===== src/common/pfe_pkg.sv =====
// shared constants and types of the port function and edge interrupt block
package pfe_pkg;

  localparam int PFE_ADDR_W = 8;
  localparam int PFE_IDX_W = 6;

  // register indices; byte address is four times the index
  localparam logic [PFE_IDX_W-1:0] PFE_IDX_PORT2_FUNC = 6'h0D;
  localparam logic [PFE_IDX_W-1:0] PFE_IDX_PORT3_FUNC = 6'h0F;
  localparam logic [PFE_IDX_W-1:0] PFE_IDX_INPUT_PULL = 6'h1A;
  localparam logic [PFE_IDX_W-1:0] PFE_IDX_INPUT_LEVEL = 6'h1B;
  localparam logic [PFE_IDX_W-1:0] PFE_IDX_DRAIN_DATA = 6'h1C;
  localparam logic [PFE_IDX_W-1:0] PFE_IDX_EDGE_SEL_LOW = 6'h1D;
  localparam logic [PFE_IDX_W-1:0] PFE_IDX_EDGE_SEL_HIGH = 6'h1E;
  localparam logic [PFE_IDX_W-1:0] PFE_IDX_PORT2_DIR = 6'h20;
  localparam logic [PFE_IDX_W-1:0] PFE_IDX_PORT3_DIR = 6'h21;
  localparam logic [PFE_IDX_W-1:0] PFE_IDX_PORT2_OUT = 6'h22;
  localparam logic [PFE_IDX_W-1:0] PFE_IDX_PORT3_OUT = 6'h23;
  localparam logic [PFE_IDX_W-1:0] PFE_IDX_IRQ_ENABLE = 6'h24;
  localparam logic [PFE_IDX_W-1:0] PFE_IDX_IRQ_STATUS = 6'h25;
  localparam logic [PFE_IDX_W-1:0] PFE_IDX_MASTER_IRQ = 6'h26;
  localparam logic [PFE_IDX_W-1:0] PFE_IDX_PORT2_LEVEL = 6'h27;
  localparam logic [PFE_IDX_W-1:0] PFE_IDX_PORT3_LEVEL = 6'h28;

  // reset values
  localparam logic [3:0] PFE_FUNC_RST = 4'h0;
  localparam logic [3:0] PFE_PULL_RST = 4'h0;
  localparam logic [3:0] PFE_DRAIN_RST = 4'hF;
  localparam logic [3:0] PFE_EDGE_SEL_RST = 4'h0;
  localparam logic [3:0] PFE_CTRL_RST = 4'h0;

  // field positions in the function select registers
  localparam int PFE_SLOWCLK_PIN_SELECT = 0;
  localparam int PFE_FASTCLK_PIN_SELECT = 1;
  localparam int PFE_SER_IN_PIN_SELECT = 0;
  localparam int PFE_TX_CLOCK_PIN_SELECT = 1;
  localparam int PFE_RX_CLOCK_PIN_SELECT = 2;
  localparam int PFE_SER_OUT_PIN_SELECT = 3;

  // bus responses
  localparam logic [1:0] PFE_RESP_OKAY = 2'h0;
  localparam logic [1:0] PFE_RESP_SLVERR = 2'h2;

  // edge select field: bit 0 arms rising, bit 1 arms falling
  typedef enum logic [1:0] {
    PFE_EDGE_OFF = 2'h0,
    PFE_EDGE_RISE = 2'h1,
    PFE_EDGE_FALL = 2'h2,
    PFE_EDGE_BOTH = 2'h3
  } pfe_edge_mode_t;

endpackage


===== src/hw/pfe_sync.sv =====
// two flip-flop synchroniser for pin levels
module pfe_sync
  import pfe_pkg::*;
#(
  parameter int WIDTH = 4
) (
  // clock
  input wire logic aclk,
  // asynchronous levels in, synchronised levels out
  input wire logic [WIDTH-1:0] d,
  output logic [WIDTH-1:0] q
);

  logic [WIDTH-1:0] meta_q;

  // no reset: the chain is pure data and settles two edges into reset
  always_ff @(posedge aclk) begin
    meta_q <= d;
  end

  always_ff @(posedge aclk) begin
    q <= meta_q;
  end

endmodule // pfe_sync


===== src/hw/pfe_edge_detect.sv =====
// per-pin edge detection with selectable edge for the port 0 interrupts
module pfe_edge_detect
  import pfe_pkg::*;
(
  // clock and reset
  input wire logic aclk,
  input wire logic aresetn,
  // synchronised pin levels and two-bit mode per pin
  input wire logic [3:0] pin_level,
  input wire logic [7:0] mode,
  // one-cycle pulse per selected edge
  output logic [3:0] edge_hit
);

  logic [3:0] prev_q;

  // previous sample, loaded on every edge so no false edge follows reset
  always_ff @(posedge aclk) begin
    prev_q <= pin_level;
  end

  genvar i;
  generate
    for (i = 0; i < 4; i++) begin : g_pin
      logic rise;
      logic fall;
      assign rise = pin_level[i] & ~prev_q[i];
      assign fall = ~pin_level[i] & prev_q[i];
      // 00 off, 01 rising, 10 falling, 11 both
      assign edge_hit[i] = (rise & mode[2*i]) | (fall & mode[2*i+1]);
    end
  endgenerate

  property p_rise_only;
    @(posedge aclk) disable iff (!aresetn)
    (mode[1:0] == PFE_EDGE_RISE && edge_hit[0]) |-> (pin_level[0] && !$past(pin_level[0]));
  endproperty
  a_rise_only: assert property (p_rise_only) else $error("rise mode hit without rise");

  property p_fall_seen;
    @(posedge aclk) disable iff (!aresetn)
    (mode[3:2] == PFE_EDGE_FALL && $fell(pin_level[1])) |-> edge_hit[1];
  endproperty
  a_fall_seen: assert property (p_fall_seen) else $error("falling edge missed");

  property p_off_quiet;
    @(posedge aclk) disable iff (!aresetn)
    (mode[5:4] == PFE_EDGE_OFF) |-> !edge_hit[2];
  endproperty
  a_off_quiet: assert property (p_off_quiet) else $error("disabled pin reported edge");

endmodule // pfe_edge_detect


===== src/hw/pfe_port_unit.sv =====
// port function select, input and open-drain ports, edge interrupts, axi4-lite slave
// Function
// - port 2 bit 1 select outputs fast oscillator clock, pin forced output
// - port 2 bit 0 select outputs slow oscillator clock, pin forced output
// - port 3 bit 3 select outputs serial transmit data, pin forced output
// - port 3 bit 2 select is receive clock, direction from receive clock source
// - port 3 bit 1 select is transmit clock, direction from transmit clock source
// - port 3 bit 0 select feeds receive data, pin forced input
// - all function select bits reset to zero, ordinary input/output
// - input port level register reads present pin levels, read only
// - pull select bit: 0 high-impedance input, 1 pull-up input
// - open-drain data register drives pins, resets to all ones
// - open-drain pins change on second clock edge after the write
// - four port 0 pins each have disabled, rising, falling or both-edge interrupt
// - request only when selected edge with master and own enable set
// - both edge select registers reset to zero, all interrupts disabled
// - low select register: bits 3:2 interrupt 1, bits 1:0 interrupt 0
// - high select register: bits 3:2 interrupt 3, bits 1:0 interrupt 2
//
// The AXI4-Lite slave port is this design's own decision.
module pfe_port_unit
  import pfe_pkg::*;
(
  // clock and reset
  input wire logic aclk,
  input wire logic aresetn,
  // axi4-lite write address and data
  input wire logic [PFE_ADDR_W-1:0] awaddr,
  input wire logic awvalid,
  output logic awready,
  input wire logic [31:0] wdata,
  input wire logic [3:0] wstrb,
  input wire logic wvalid,
  output logic wready,
  // axi4-lite write response
  output logic [1:0] bresp,
  output logic bvalid,
  input wire logic bready,
  // axi4-lite read
  input wire logic [PFE_ADDR_W-1:0] araddr,
  input wire logic arvalid,
  output logic arready,
  output logic [31:0] rdata,
  output logic [1:0] rresp,
  output logic rvalid,
  input wire logic rready,
  // port 0 interrupt pins
  input wire logic [3:0] port0_pin_in,
  // port 2 two-way pins
  input wire logic [1:0] port2_pin_in,
  output logic [1:0] port2_pin_out,
  output logic [1:0] port2_pin_oe_n,
  // port 3 two-way pins
  input wire logic [3:0] port3_pin_in,
  output logic [3:0] port3_pin_out,
  output logic [3:0] port3_pin_oe_n,
  // input-only port
  input wire logic [3:0] port7_pin_in,
  output logic [3:0] port7_pull_en,
  // open-drain output port
  output logic [3:0] port8_pin_out,
  output logic [3:0] port8_pin_oe_n,
  // oscillator clocks to route out
  input wire logic fast_osc_clock_out,
  input wire logic slow_osc_clock_out,
  // from the serial port
  input wire logic ser_tx_data,
  input wire logic serial_receive_clock_drv,
  input wire logic serial_transmit_clock_drv,
  input wire logic receive_clock_source,
  input wire logic transmit_clock_source,
  // to the serial port
  output logic ser_rx_data,
  output logic serial_receive_clock_in,
  output logic serial_transmit_clock_in,
  // interrupt to the cpu
  output logic irq
);

  logic [3:0] port2_func_q;
  logic [3:0] port3_func_q;
  logic [3:0] pull_q;
  logic [3:0] drain_q;
  logic [3:0] sel_low_q;
  logic [3:0] sel_high_q;
  logic [1:0] port2_dir_q;
  logic [3:0] port3_dir_q;
  logic [1:0] port2_out_q;
  logic [3:0] port3_out_q;
  logic [3:0] irq_en_q;
  logic [3:0] irq_stat_q;
  logic master_irq_enable_q;
  logic [13:0] pins_s;
  logic [3:0] port0_s;
  logic [1:0] port2_s;
  logic [3:0] port3_s;
  logic [3:0] port7_s;
  logic [3:0] edge_hit;
  logic [PFE_IDX_W-1:0] aw_idx_q;
  logic [3:0] wdata_q;
  logic wstrb0_q;
  logic wr_do;
  logic wr_ok;
  logic [PFE_IDX_W-1:0] ar_idx;
  logic [3:0] rd_data;
  logic rd_ok;

  pfe_sync #(
    .WIDTH(14)
  ) u_sync (
    .aclk(aclk),
    .d({port0_pin_in, port2_pin_in, port3_pin_in, port7_pin_in}),
    .q(pins_s)
  );

  assign port0_s = pins_s[13:10];
  assign port2_s = pins_s[9:8];
  assign port3_s = pins_s[7:4];
  assign port7_s = pins_s[3:0];

  pfe_edge_detect u_edge (
    .aclk(aclk),
    .aresetn(aresetn),
    .pin_level(port0_s),
    .mode({sel_high_q, sel_low_q}),
    .edge_hit(edge_hit)
  );

  // write channel: address and data taken in either order, one write at a time
  always_ff @(posedge aclk) begin
    if (!aresetn) begin
      awready <= 1'b1;
      aw_idx_q <= '0;
    end else if (awvalid && awready) begin
      awready <= 1'b0;
      aw_idx_q <= awaddr[PFE_ADDR_W-1:2];
    end else if (wr_do) begin
      awready <= 1'b1;
    end
  end

  always_ff @(posedge aclk) begin
    if (!aresetn) begin
      wready <= 1'b1;
      wdata_q <= 4'h0;
      wstrb0_q <= 1'b0;
    end else if (wvalid && wready) begin
      wready <= 1'b0;
      wdata_q <= wdata[3:0];
      wstrb0_q <= wstrb[0];
    end else if (wr_do) begin
      wready <= 1'b1;
    end
  end

  assign wr_do = !awready && !wready && !bvalid;

  always_comb begin
    if (aw_idx_q == PFE_IDX_PORT2_FUNC) begin
      wr_ok = 1'b1;
    end else if (aw_idx_q == PFE_IDX_PORT3_FUNC || aw_idx_q == PFE_IDX_INPUT_PULL) begin
      wr_ok = 1'b1;
    end else if (aw_idx_q == PFE_IDX_INPUT_LEVEL || aw_idx_q == PFE_IDX_DRAIN_DATA) begin
      wr_ok = 1'b1;
    end else if (aw_idx_q == PFE_IDX_EDGE_SEL_LOW || aw_idx_q == PFE_IDX_EDGE_SEL_HIGH) begin
      wr_ok = 1'b1;
    end else if (aw_idx_q >= PFE_IDX_PORT2_DIR && aw_idx_q <= PFE_IDX_PORT3_LEVEL) begin
      wr_ok = 1'b1;
    end else begin
      wr_ok = 1'b0;
    end
  end

  always_ff @(posedge aclk) begin
    if (!aresetn) begin
      bvalid <= 1'b0;
      bresp <= PFE_RESP_OKAY;
    end else if (wr_do) begin
      bvalid <= 1'b1;
      bresp <= wr_ok ? PFE_RESP_OKAY : PFE_RESP_SLVERR;
    end else if (bready) begin
      bvalid <= 1'b0;
    end
  end

  // function selects
  always_ff @(posedge aclk) begin
    if (!aresetn) begin
      port2_func_q <= PFE_FUNC_RST;
      port3_func_q <= PFE_FUNC_RST;
    end else if (wr_do && wstrb0_q) begin
      if (aw_idx_q == PFE_IDX_PORT2_FUNC) begin
        port2_func_q <= {2'h0, wdata_q[1:0]};
      end else if (aw_idx_q == PFE_IDX_PORT3_FUNC) begin
        port3_func_q <= wdata_q;
      end
    end
  end

  // port 2 and 3 direction and output data, 1 means output
  always_ff @(posedge aclk) begin
    if (!aresetn) begin
      port2_dir_q <= 2'h0;
      port3_dir_q <= PFE_CTRL_RST;
      port2_out_q <= 2'h0;
      port3_out_q <= PFE_CTRL_RST;
    end else if (wr_do && wstrb0_q) begin
      if (aw_idx_q == PFE_IDX_PORT2_DIR) begin
        port2_dir_q <= wdata_q[1:0];
      end else if (aw_idx_q == PFE_IDX_PORT3_DIR) begin
        port3_dir_q <= wdata_q;
      end else if (aw_idx_q == PFE_IDX_PORT2_OUT) begin
        port2_out_q <= wdata_q[1:0];
      end else if (aw_idx_q == PFE_IDX_PORT3_OUT) begin
        port3_out_q <= wdata_q;
      end
    end
  end

  // input port pull select and open-drain data
  always_ff @(posedge aclk) begin
    if (!aresetn) begin
      pull_q <= PFE_PULL_RST;
      drain_q <= PFE_DRAIN_RST;
    end else if (wr_do && wstrb0_q) begin
      if (aw_idx_q == PFE_IDX_INPUT_PULL) begin
        pull_q <= wdata_q;
      end else if (aw_idx_q == PFE_IDX_DRAIN_DATA) begin
        drain_q <= wdata_q;
      end
    end
  end

  // edge selects and interrupt enables
  always_ff @(posedge aclk) begin
    if (!aresetn) begin
      sel_low_q <= PFE_EDGE_SEL_RST;
      sel_high_q <= PFE_EDGE_SEL_RST;
      irq_en_q <= PFE_CTRL_RST;
      master_irq_enable_q <= 1'b0;
    end else if (wr_do && wstrb0_q) begin
      if (aw_idx_q == PFE_IDX_EDGE_SEL_LOW) begin
        sel_low_q <= wdata_q;
      end else if (aw_idx_q == PFE_IDX_EDGE_SEL_HIGH) begin
        sel_high_q <= wdata_q;
      end else if (aw_idx_q == PFE_IDX_IRQ_ENABLE) begin
        irq_en_q <= wdata_q;
      end else if (aw_idx_q == PFE_IDX_MASTER_IRQ) begin
        master_irq_enable_q <= wdata_q[0];
      end
    end
  end

  // sticky request flags; a new edge wins over a write-one clear
  always_ff @(posedge aclk) begin
    if (!aresetn) begin
      irq_stat_q <= PFE_CTRL_RST;
    end else begin
      for (int i = 0; i < 4; i++) begin
        if (edge_hit[i] && master_irq_enable_q && irq_en_q[i]) begin
          irq_stat_q[i] <= 1'b1;
        end else if (wr_do && wstrb0_q && aw_idx_q == PFE_IDX_IRQ_STATUS && wdata_q[i]) begin
          irq_stat_q[i] <= 1'b0;
        end
      end
    end
  end

  always_ff @(posedge aclk) begin
    if (!aresetn) begin
      irq <= 1'b0;
    end else begin
      irq <= master_irq_enable_q && |(irq_stat_q & irq_en_q);
    end
  end

  // read channel
  assign ar_idx = araddr[PFE_ADDR_W-1:2];

  always_comb begin
    rd_ok = 1'b1;
    if (ar_idx == PFE_IDX_PORT2_FUNC) begin
      rd_data = port2_func_q;
    end else if (ar_idx == PFE_IDX_PORT3_FUNC) begin
      rd_data = port3_func_q;
    end else if (ar_idx == PFE_IDX_INPUT_PULL) begin
      rd_data = pull_q;
    end else if (ar_idx == PFE_IDX_INPUT_LEVEL) begin
      rd_data = port7_s;
    end else if (ar_idx == PFE_IDX_DRAIN_DATA) begin
      rd_data = drain_q;
    end else if (ar_idx == PFE_IDX_EDGE_SEL_LOW) begin
      rd_data = sel_low_q;
    end else if (ar_idx == PFE_IDX_EDGE_SEL_HIGH) begin
      rd_data = sel_high_q;
    end else if (ar_idx == PFE_IDX_PORT2_DIR) begin
      rd_data = {2'h0, port2_dir_q};
    end else if (ar_idx == PFE_IDX_PORT3_DIR) begin
      rd_data = port3_dir_q;
    end else if (ar_idx == PFE_IDX_PORT2_OUT) begin
      rd_data = {2'h0, port2_out_q};
    end else if (ar_idx == PFE_IDX_PORT3_OUT) begin
      rd_data = port3_out_q;
    end else if (ar_idx == PFE_IDX_IRQ_ENABLE) begin
      rd_data = irq_en_q;
    end else if (ar_idx == PFE_IDX_IRQ_STATUS) begin
      rd_data = irq_stat_q;
    end else if (ar_idx == PFE_IDX_MASTER_IRQ) begin
      rd_data = {3'h0, master_irq_enable_q};
    end else if (ar_idx == PFE_IDX_PORT2_LEVEL) begin
      rd_data = {2'h0, port2_s};
    end else if (ar_idx == PFE_IDX_PORT3_LEVEL) begin
      rd_data = port3_s;
    end else begin
      rd_data = 4'h0;
      rd_ok = 1'b0;
    end
  end

  always_ff @(posedge aclk) begin
    if (!aresetn) begin
      arready <= 1'b1;
      rvalid <= 1'b0;
      rdata <= 32'h0000_0000;
      rresp <= PFE_RESP_OKAY;
    end else if (arvalid && arready) begin
      arready <= 1'b0;
      rvalid <= 1'b1;
      rdata <= {28'h000_0000, rd_data};
      rresp <= rd_ok ? PFE_RESP_OKAY : PFE_RESP_SLVERR;
    end else if (rvalid && rready) begin
      arready <= 1'b1;
      rvalid <= 1'b0;
    end
  end

  // pin drivers; oe_n low while the pin is driven
  always_ff @(posedge aclk) begin
    if (!aresetn) begin
      port2_pin_out <= 2'h0;
      port2_pin_oe_n <= 2'h3;
    end else begin
      port2_pin_out[1] <= port2_func_q[PFE_FASTCLK_PIN_SELECT] ? fast_osc_clock_out
                                                                : port2_out_q[1];
      port2_pin_oe_n[1] <= !(port2_func_q[PFE_FASTCLK_PIN_SELECT] || port2_dir_q[1]);
      port2_pin_out[0] <= port2_func_q[PFE_SLOWCLK_PIN_SELECT] ? slow_osc_clock_out
                                                                : port2_out_q[0];
      port2_pin_oe_n[0] <= !(port2_func_q[PFE_SLOWCLK_PIN_SELECT] || port2_dir_q[0]);
    end
  end

  always_ff @(posedge aclk) begin
    if (!aresetn) begin
      port3_pin_out <= 4'h0;
      port3_pin_oe_n <= 4'hF;
    end else begin
      port3_pin_out[3] <= port3_func_q[PFE_SER_OUT_PIN_SELECT] ? ser_tx_data
                                                               : port3_out_q[3];
      port3_pin_oe_n[3] <= !(port3_func_q[PFE_SER_OUT_PIN_SELECT] || port3_dir_q[3]);
      port3_pin_out[2] <= port3_func_q[PFE_RX_CLOCK_PIN_SELECT] ? serial_receive_clock_drv
                                                                : port3_out_q[2];
      port3_pin_oe_n[2] <= port3_func_q[PFE_RX_CLOCK_PIN_SELECT] ? !receive_clock_source
                                                                 : !port3_dir_q[2];
      port3_pin_out[1] <= port3_func_q[PFE_TX_CLOCK_PIN_SELECT] ? serial_transmit_clock_drv
                                                                : port3_out_q[1];
      port3_pin_oe_n[1] <= port3_func_q[PFE_TX_CLOCK_PIN_SELECT] ? !transmit_clock_source
                                                                 : !port3_dir_q[1];
      port3_pin_out[0] <= port3_out_q[0];
      port3_pin_oe_n[0] <= port3_func_q[PFE_SER_IN_PIN_SELECT] || !port3_dir_q[0];
    end
  end

  // serial port inputs come from the synchronised pin levels
  always_ff @(posedge aclk) begin
    if (!aresetn) begin
      ser_rx_data <= 1'b1;
      serial_receive_clock_in <= 1'b0;
      serial_transmit_clock_in <= 1'b0;
    end else begin
      ser_rx_data <= port3_s[0];
      serial_receive_clock_in <= port3_s[2];
      serial_transmit_clock_in <= port3_s[1];
    end
  end

  // pull-ups and open-drain pins; drain pins follow the register one edge later
  always_ff @(posedge aclk) begin
    if (!aresetn) begin
      port7_pull_en <= PFE_PULL_RST;
      port8_pin_out <= 4'h0;
      port8_pin_oe_n <= PFE_DRAIN_RST;
    end else begin
      port7_pull_en <= pull_q;
      port8_pin_out <= 4'h0;
      port8_pin_oe_n <= drain_q;
    end
  end

  property p_fastclk_out;
    @(posedge aclk) disable iff (!aresetn)
    port2_func_q[PFE_FASTCLK_PIN_SELECT]
      |=> (!port2_pin_oe_n[1] && port2_pin_out[1] == $past(fast_osc_clock_out));
  endproperty
  a_fastclk_out: assert property (p_fastclk_out) else $error("fast clock pin not driven");

  property p_slowclk_out;
    @(posedge aclk) disable iff (!aresetn)
    port2_func_q[PFE_SLOWCLK_PIN_SELECT]
      |=> (!port2_pin_oe_n[0] && port2_pin_out[0] == $past(slow_osc_clock_out));
  endproperty
  a_slowclk_out: assert property (p_slowclk_out) else $error("slow clock pin not driven");

  property p_ser_out;
    @(posedge aclk) disable iff (!aresetn)
    port3_func_q[PFE_SER_OUT_PIN_SELECT]
      |=> (!port3_pin_oe_n[3] && port3_pin_out[3] == $past(ser_tx_data));
  endproperty
  a_ser_out: assert property (p_ser_out) else $error("serial data pin not driven");

  property p_rx_clock_dir;
    @(posedge aclk) disable iff (!aresetn)
    port3_func_q[PFE_RX_CLOCK_PIN_SELECT] |=> port3_pin_oe_n[2] == !$past(receive_clock_source);
  endproperty
  a_rx_clock_dir: assert property (p_rx_clock_dir) else $error("rx clock direction wrong");

  property p_tx_clock_dir;
    @(posedge aclk) disable iff (!aresetn)
    port3_func_q[PFE_TX_CLOCK_PIN_SELECT] |=> port3_pin_oe_n[1] == !$past(transmit_clock_source);
  endproperty
  a_tx_clock_dir: assert property (p_tx_clock_dir) else $error("tx clock direction wrong");

  property p_ser_in;
    @(posedge aclk) disable iff (!aresetn)
    port3_func_q[PFE_SER_IN_PIN_SELECT] |=> port3_pin_oe_n[0];
  endproperty
  a_ser_in: assert property (p_ser_in) else $error("serial input pin driven");

  property p_reset_values;
    @(posedge aclk)
    !aresetn |=> (port2_func_q == 4'h0 && port3_func_q == 4'h0 && drain_q == 4'hF
                  && sel_low_q == 4'h0 && sel_high_q == 4'h0);
  endproperty
  a_reset_values: assert property (p_reset_values) else $error("bad reset value");

  property p_drain_timing;
    @(posedge aclk) disable iff (!aresetn)
    (wr_do && wstrb0_q && aw_idx_q == PFE_IDX_DRAIN_DATA) |-> ##2 port8_pin_oe_n == $past(wdata_q, 2);
  endproperty
  a_drain_timing: assert property (p_drain_timing) else $error("drain pins late or wrong");

  property p_pull_follow;
    @(posedge aclk) disable iff (!aresetn)
    ##1 port7_pull_en == $past(pull_q);
  endproperty
  a_pull_follow: assert property (p_pull_follow) else $error("pull enable mismatch");

  property p_request_gate;
    @(posedge aclk) disable iff (!aresetn)
    (edge_hit[0] && master_irq_enable_q && irq_en_q[0]) |=> irq_stat_q[0] ##1 irq;
  endproperty
  a_request_gate: assert property (p_request_gate) else $error("edge request not raised");

  property p_no_request_masked;
    @(posedge aclk) disable iff (!aresetn)
    !master_irq_enable_q |=> !irq;
  endproperty
  a_no_request_masked: assert property (p_no_request_masked) else $error("irq without master");

endmodule // pfe_port_unit


===== config.mk =====
export PLATFORM = sky130hd
export DESIGN_NAME = pfe_port_unit
export DESIGN_NICKNAME = d
export VERILOG_FILES = /design/src/common/pfe_pkg.sv /design/src/hw/pfe_sync.sv /design/src/hw/pfe_edge_detect.sv /design/src/hw/pfe_port_unit.sv
export SDC_FILE = /design/constraint.sdc
export NUM_CORES = 1
export LEC_CHECK = 0
export ABC_AREA = 1
export BUFFER_PORTS_ARGS = -buffer_cell sky130_fd_sc_hd__buf_4
export CAP_MARGIN = 20
export CORE_ASPECT_RATIO = 2
export CORE_UTILIZATION = 45
export DETAILED_ROUTE_END_ITERATION = 6
export HOLD_SLACK_MARGIN = 0.1
export PLACE_DENSITY_LB_ADDON = 0.08
export SETUP_SLACK_MARGIN = 0.5
export SYNTH_ARGS = -nofsm -noshare
export SYNTH_HDL_FRONTEND = slang
export SYNTH_SLANG_ARGS = --single-unit

===== constraint.sdc =====
create_clock -name aclk -period 3.7 [get_ports aclk]
set_input_delay 0.185 -clock aclk [delete_from_list [all_inputs] [get_ports aclk]]
set_output_delay 0.185 -clock aclk [all_outputs]
set_load 0.01 [all_outputs]

======== Word level (Yosys, flattened, before mapping) ========
Index checks and enable logic that the tools add are counted.
W data, S select, Z words.
cells by class
  magnitude comparators ................... 2
  equal/unequal tests ..................... 30
  mux-type cells .......................... 63
  bitwise gates (word level) .............. 37
  reductions and logical operators ........ 61
operator list
  cell                  number
  $eq A6 B6 Y1 const B  16
  $mux W4               16
  $eq A6 B5 Y1 const B  10
  $mux W1               45
  $eq A6 B4 Y1 const B  4
  $logic_and A1 B1 Y1   22
  $and A1 B1 Y1         16
  $not A1 Y1            16
  $reduce_bool A2 Y1    8
  $reduce_and A3 Y1     4
  $logic_not A1 Y1      11
  $reduce_and A5 Y1     2
  $reduce_and A2 Y1     4
  $reduce_and A4 Y1     2
  $logic_or A1 B1 Y1    7
  $ge A6 B6 Y1 const B  1
  $le A6 B6 Y1 const B  1
  $and A4 B4 Y4         1
  $mux W2               2
  $or A1 B1 Y1          4
  $reduce_or A4 Y1      1
storage, ports and cells
  bits in registers ....................... 123
  input port bits ......................... 80
  output and inout bits ................... 69
  word-level logic and storage cells ...... 233

======== Logic depth before layout (Yosys ltp) ========
  depth in word-level cells ............... 18
  gate-level depth with buffers ........... 16
  depth with buffers taken out ............ 15

======== Cells and area by module ========
A second synthesis with hierarchy kept.
unflattened totals
  cell total of the unflattened synthesis .. 583
  area total of the unflattened synthesis .. 4765.8 µm²
by module, submodules not included
  module           times used  cells an instance  area each (µm²)  sequential area each (µm²)
  pfe_port_unit    1           531                4040.1           1781.7
  pfe_sync         1           28                 560.5            560.5
  pfe_edge_detect  1           24                 165.2            80.1

======== Worst setup path after synthesis ========
No wires, ideal clock.
  path type ............................... register to register
  start ................................... register wready
  end ..................................... register irq_en_q[2]
  setup time .............................. 86 ps
  data arrival time ....................... 1376 ps
  data required time ...................... 3614 ps
  path slack .............................. 2238 ps
  cell stages (with the launch flop) ...... 8
  path buffers ............................ 0
  clock period less this slack ............ 1462 ps
  path through ............................ dfxtp_1 nor3_4 nand2_4 inv_2 nand2_1 nor4_4 nor2_1 a211oi_1
on the way
  word-level cells in the longest chain between the ends .. 5
ends and longest elaborated chain
  what                               line                  source
  start, declared                    pfe_port_unit.sv:34   output logic wready,
  start signal, assigned             pfe_port_unit.sv:144  wready <= 1'b1;
  start signal, assigned             pfe_port_unit.sv:148  wready <= 1'b0;
  start signal, assigned             pfe_port_unit.sv:152  wready <= 1'b1;
  $logic_not A1 Y1                   pfe_port_unit.sv:156  assign wr_do = !awready && !wready && !bvalid;
  $logic_and A1 B1 Y1 (2 in series)  pfe_port_unit.sv:156
  $logic_and A1 B1 Y1                pfe_port_unit.sv:241  end else if (wr_do && wstrb0_q) begin
  $reduce_and A4 Y1 (no line)        n/a
  end signal, assigned               pfe_port_unit.sv:247  irq_en_q <= wdata_q;
  end, declared                      pfe_port_unit.sv:90   logic [3:0] irq_en_q;
No other way between the ends.
A chain may end at the register's enable or synchronous reset.

======== Worst setup path after layout ========
  start ................................... register aw_idx_q[1]
  end ..................................... register irq_en_q[2]
on the way
  word-level cells in the longest chain between the ends .. 3
  elaborated cells on any way between the ends .. 6
  classes of those cells .................. 3 x eq/ne; 2 x bitwise; 1 x reduce/logical
ends and longest elaborated chain
  what                             line                                        source
  start, declared                  pfe_port_unit.sv:99                         logic [PFE_IDX_W-1:0] aw_idx_q;
  start signal, assigned           pfe_port_unit.sv:136                        aw_idx_q <= awaddr[PFE_ADDR_W-1:2];
  $eq A6 B5 Y1 (on tied branches)  pfe_port_unit.sv:244, pfe_port_unit.sv:242
  $not A1 Y1 (no line)             n/a
  $reduce_and A4 Y1 (no line) *    n/a
Every way passes the cells marked *; elsewhere a longest branch is shown, timed or not.

==> flow_summary.ini <==
[outcome]
run_status = complete, no violations

[critical_path]
critPathKind = flop to flop
worstPathMaxFanout = 8
cp_common_cell = nor2_1
crit_family = simple AND/OR/NAND/NOR gates
crit_path_max_incr_delay_ns = 0.47
critPathLaunchType = flop
cp.required_ns = 4.02
crit_buf_inv = 2
crit_chain = nor2_1, inv_1, nor2_1, inv_1, nand2_1, nor4_4, nor2_1, a211oi_1
critPathSlowestCell = dfxtp_1
end_kind = flop
critPathArrivalTime_ns = 2.07

[placement]
hpwl_mm = 9.075
preCtsSetupSlack_ns = 1.807
dpl.cell_count = 800
port_buffers = 79
gp_congestion = 0.8610

[sta]
setup_slack_ns = 1.946
fmax_mhz = 570.3
setup_viol = 0
fin_crit_sh = 0.4739
hold_violations = 0
rsz0062_at_grt = false
max-slew-margin-rel = 0.3491
finalClockSkew_ns = 0.007650
period_needed_ns = 1.754
setup_tns_ns = 0
slew_viol_final = 0
worst_pin_slew_ns = 0.9752

[detailed_routing]
drc = 0
vias = 4182
firstDrtPassIters = 4
wl_mm = 12.21
wl_per_cell_microns = 14.08
via_per_inst = 4.824
antenna_left = 0
drt_iter0_drc = 178

[cts]
path_clk_slew_ns = 0.05
cts-buffers-inserted = 17
cts_resized = 0
clock-sinks = 121
htreeDepth = 4
cts_root_buffer = clkbuf_16
clk_latency_ns = 0.41
clk_path_buf_depth = 2
tritoncts = built

[floorplan]
die-area_sq_um = 11140
fp.dieW_microns = 75.14
ios = 149
design.core.area_sq_um = 10480
rows = 53
start_util = 0.4595
die_h_microns = 148.3

[global_routing]
grt_start_max_net_pins = 50
grt_pass1_wl_mm = 18.87
grt-ovfl-total = 0
grt_pass1_vias = 3905
antenna_found_initial = 0
grt.total_usage = 0.2356

[power_and_ir_drop]
ir_worst_vdd_mv = 0.4310
power.total_w = 0.003301
leakagePower_nw = 2.809
powerDensity_nw_per_um2 = 516.9

[logic_synthesis]
yosysTopAreaCell = dfxtp_1
synth_seq_cells = 121
synthTopCellsByArea = dfxtp_1 (50%), nand2_1 (7.5%), nor2_1 (5.9%)
ys_types = 43
synth_top_area_frac = 0.5031
synth_edf_count = 0
ys_top_cells_by_count = dfxtp_1 (121), nand2_1 (96), nor2_1 (76)
syn-cell-area_sq_um = 4815
yosysSeqAreaShare = 0.5031
syn_avg_cell_area_sq_um = 8.078
yosys_warnings = 0
yosysMostFrequentCell = dfxtp_1
syn_inst = 596
async_flop_share = 0
synth_ff_type = dfxtp_1

[final_layout]
final_nets = 798
area_growth_pct = 32.67
drive_above_1_share = 0.1890
fin_cells = 867
top_regs = u_sync.meta_q: 14 flops, u_sync.q: 14 flops, aw_idx_q: 6 flops
antenna_cells = 0

[hold_path]
hold_path.class = input pin to flop

[flow_run]
maxCapViolCount = 0
==> stage by stage <==
stage / cell area (sq um) / utilization / hold slack (ns)
after floorplan: 4938 / - / 0.2127
after global placement: 5409 / 0.5162 / 0.2891
after detailed placement: 5409 / 0.5162 / 0.2908
after CTS: 6387 / 0.6096 / 0.1618
after global routing: 6387 / 0.6096 / 0.1843
final: 6387 / 0.6096 / 0.1719
==> worst paths after layout <==
check | from | endpoint | slack (ns) | depth (start not counted)
worst max register to register | aw_idx_q[1] | irq_en_q[2] | 1.95 | 8
worst min register to register | u_sync.meta_q[4] | u_sync.q[4] | 0.32 | 0
worst min-delay path | arvalid | rdata[2] | 0.17 | 4
worst max-delay path | aw_idx_q[1] | irq_en_q[2] | 1.95 | 8
==> final cells by class <==
class,count,area [sq um]
timing repair buffer,116,960.9
clock inverter,11,171.4
tap,137,171.4
multi-input combinational,391,1948
clock buffer,20,446.7
inverter,71,266.5
sequential,121,2422
fill,1020,4090
==> placed cells by master (no fill, tap or decap), types with 4 or more instances in the layout <==
cell type,Yosys,layout
conb_1,1,34
buf_4,34,80
bufinv_16,0,4
nand2_1,96,96
o21ai_0,48,48
inv_1,61,61
clkinvlp_4,0,5
nand3b_1,6,6
dfxtp_1,121,121
nor3_1,5,5
dlygate4sd3_1,0,36
a21oi_1,35,35
nor2_4,4,4
o211ai_1,4,4
nand3_1,15,15
inv_2,8,8
a211oi_1,20,20
nand4_1,12,12
nor2_1,76,76
clkbuf_16,0,17
==> power by group <==
group / internal (W) / switching, W
registers: 0.00134 / 0.0000227
clock network: 0.00114 / 0.000569
logic: 0.0000960 / 0.000132
==> worst reg2reg max path, delay by kind of cell (launching register included) <==
family | cells | cell delay, ns
AND/OR/NAND/NOR | 5 | 0.78
buffers and inverters | 2 | 0.22
AO/OA/AOI/OAI | 1 | 0.18
flip-flops | 1 | 0.47
==> layer usage <==
metal | track usage | share of wire | vias to the layer above
li1 | - | - | 2134
met1 | 0.2277 | 0.36 | 1898
met2 | 0.4324 | 0.55 | 120
met3 | 0.05420 | 0.038 | 30
met4 | 0.1389 | 0.045 | 0
met5 | 0 | 0 | -
==> repair_timing <==
action                                 in CTS  in global routing
hold buffers                               36                  0
endpoints found under the hold margin      37                  0
buffers inserted                            0                  0
==> cell families after synthesis <==
| group | share of synthesized area |
|---|---|
| compound gates | 0.1442 |
| buf+inv | 0.1180 |
| flops | 0.5031 |
| other cells | 0.0007789 |
| simple gates | 0.2339 |
Note: power is estimated with default switching activity, not from simulation.
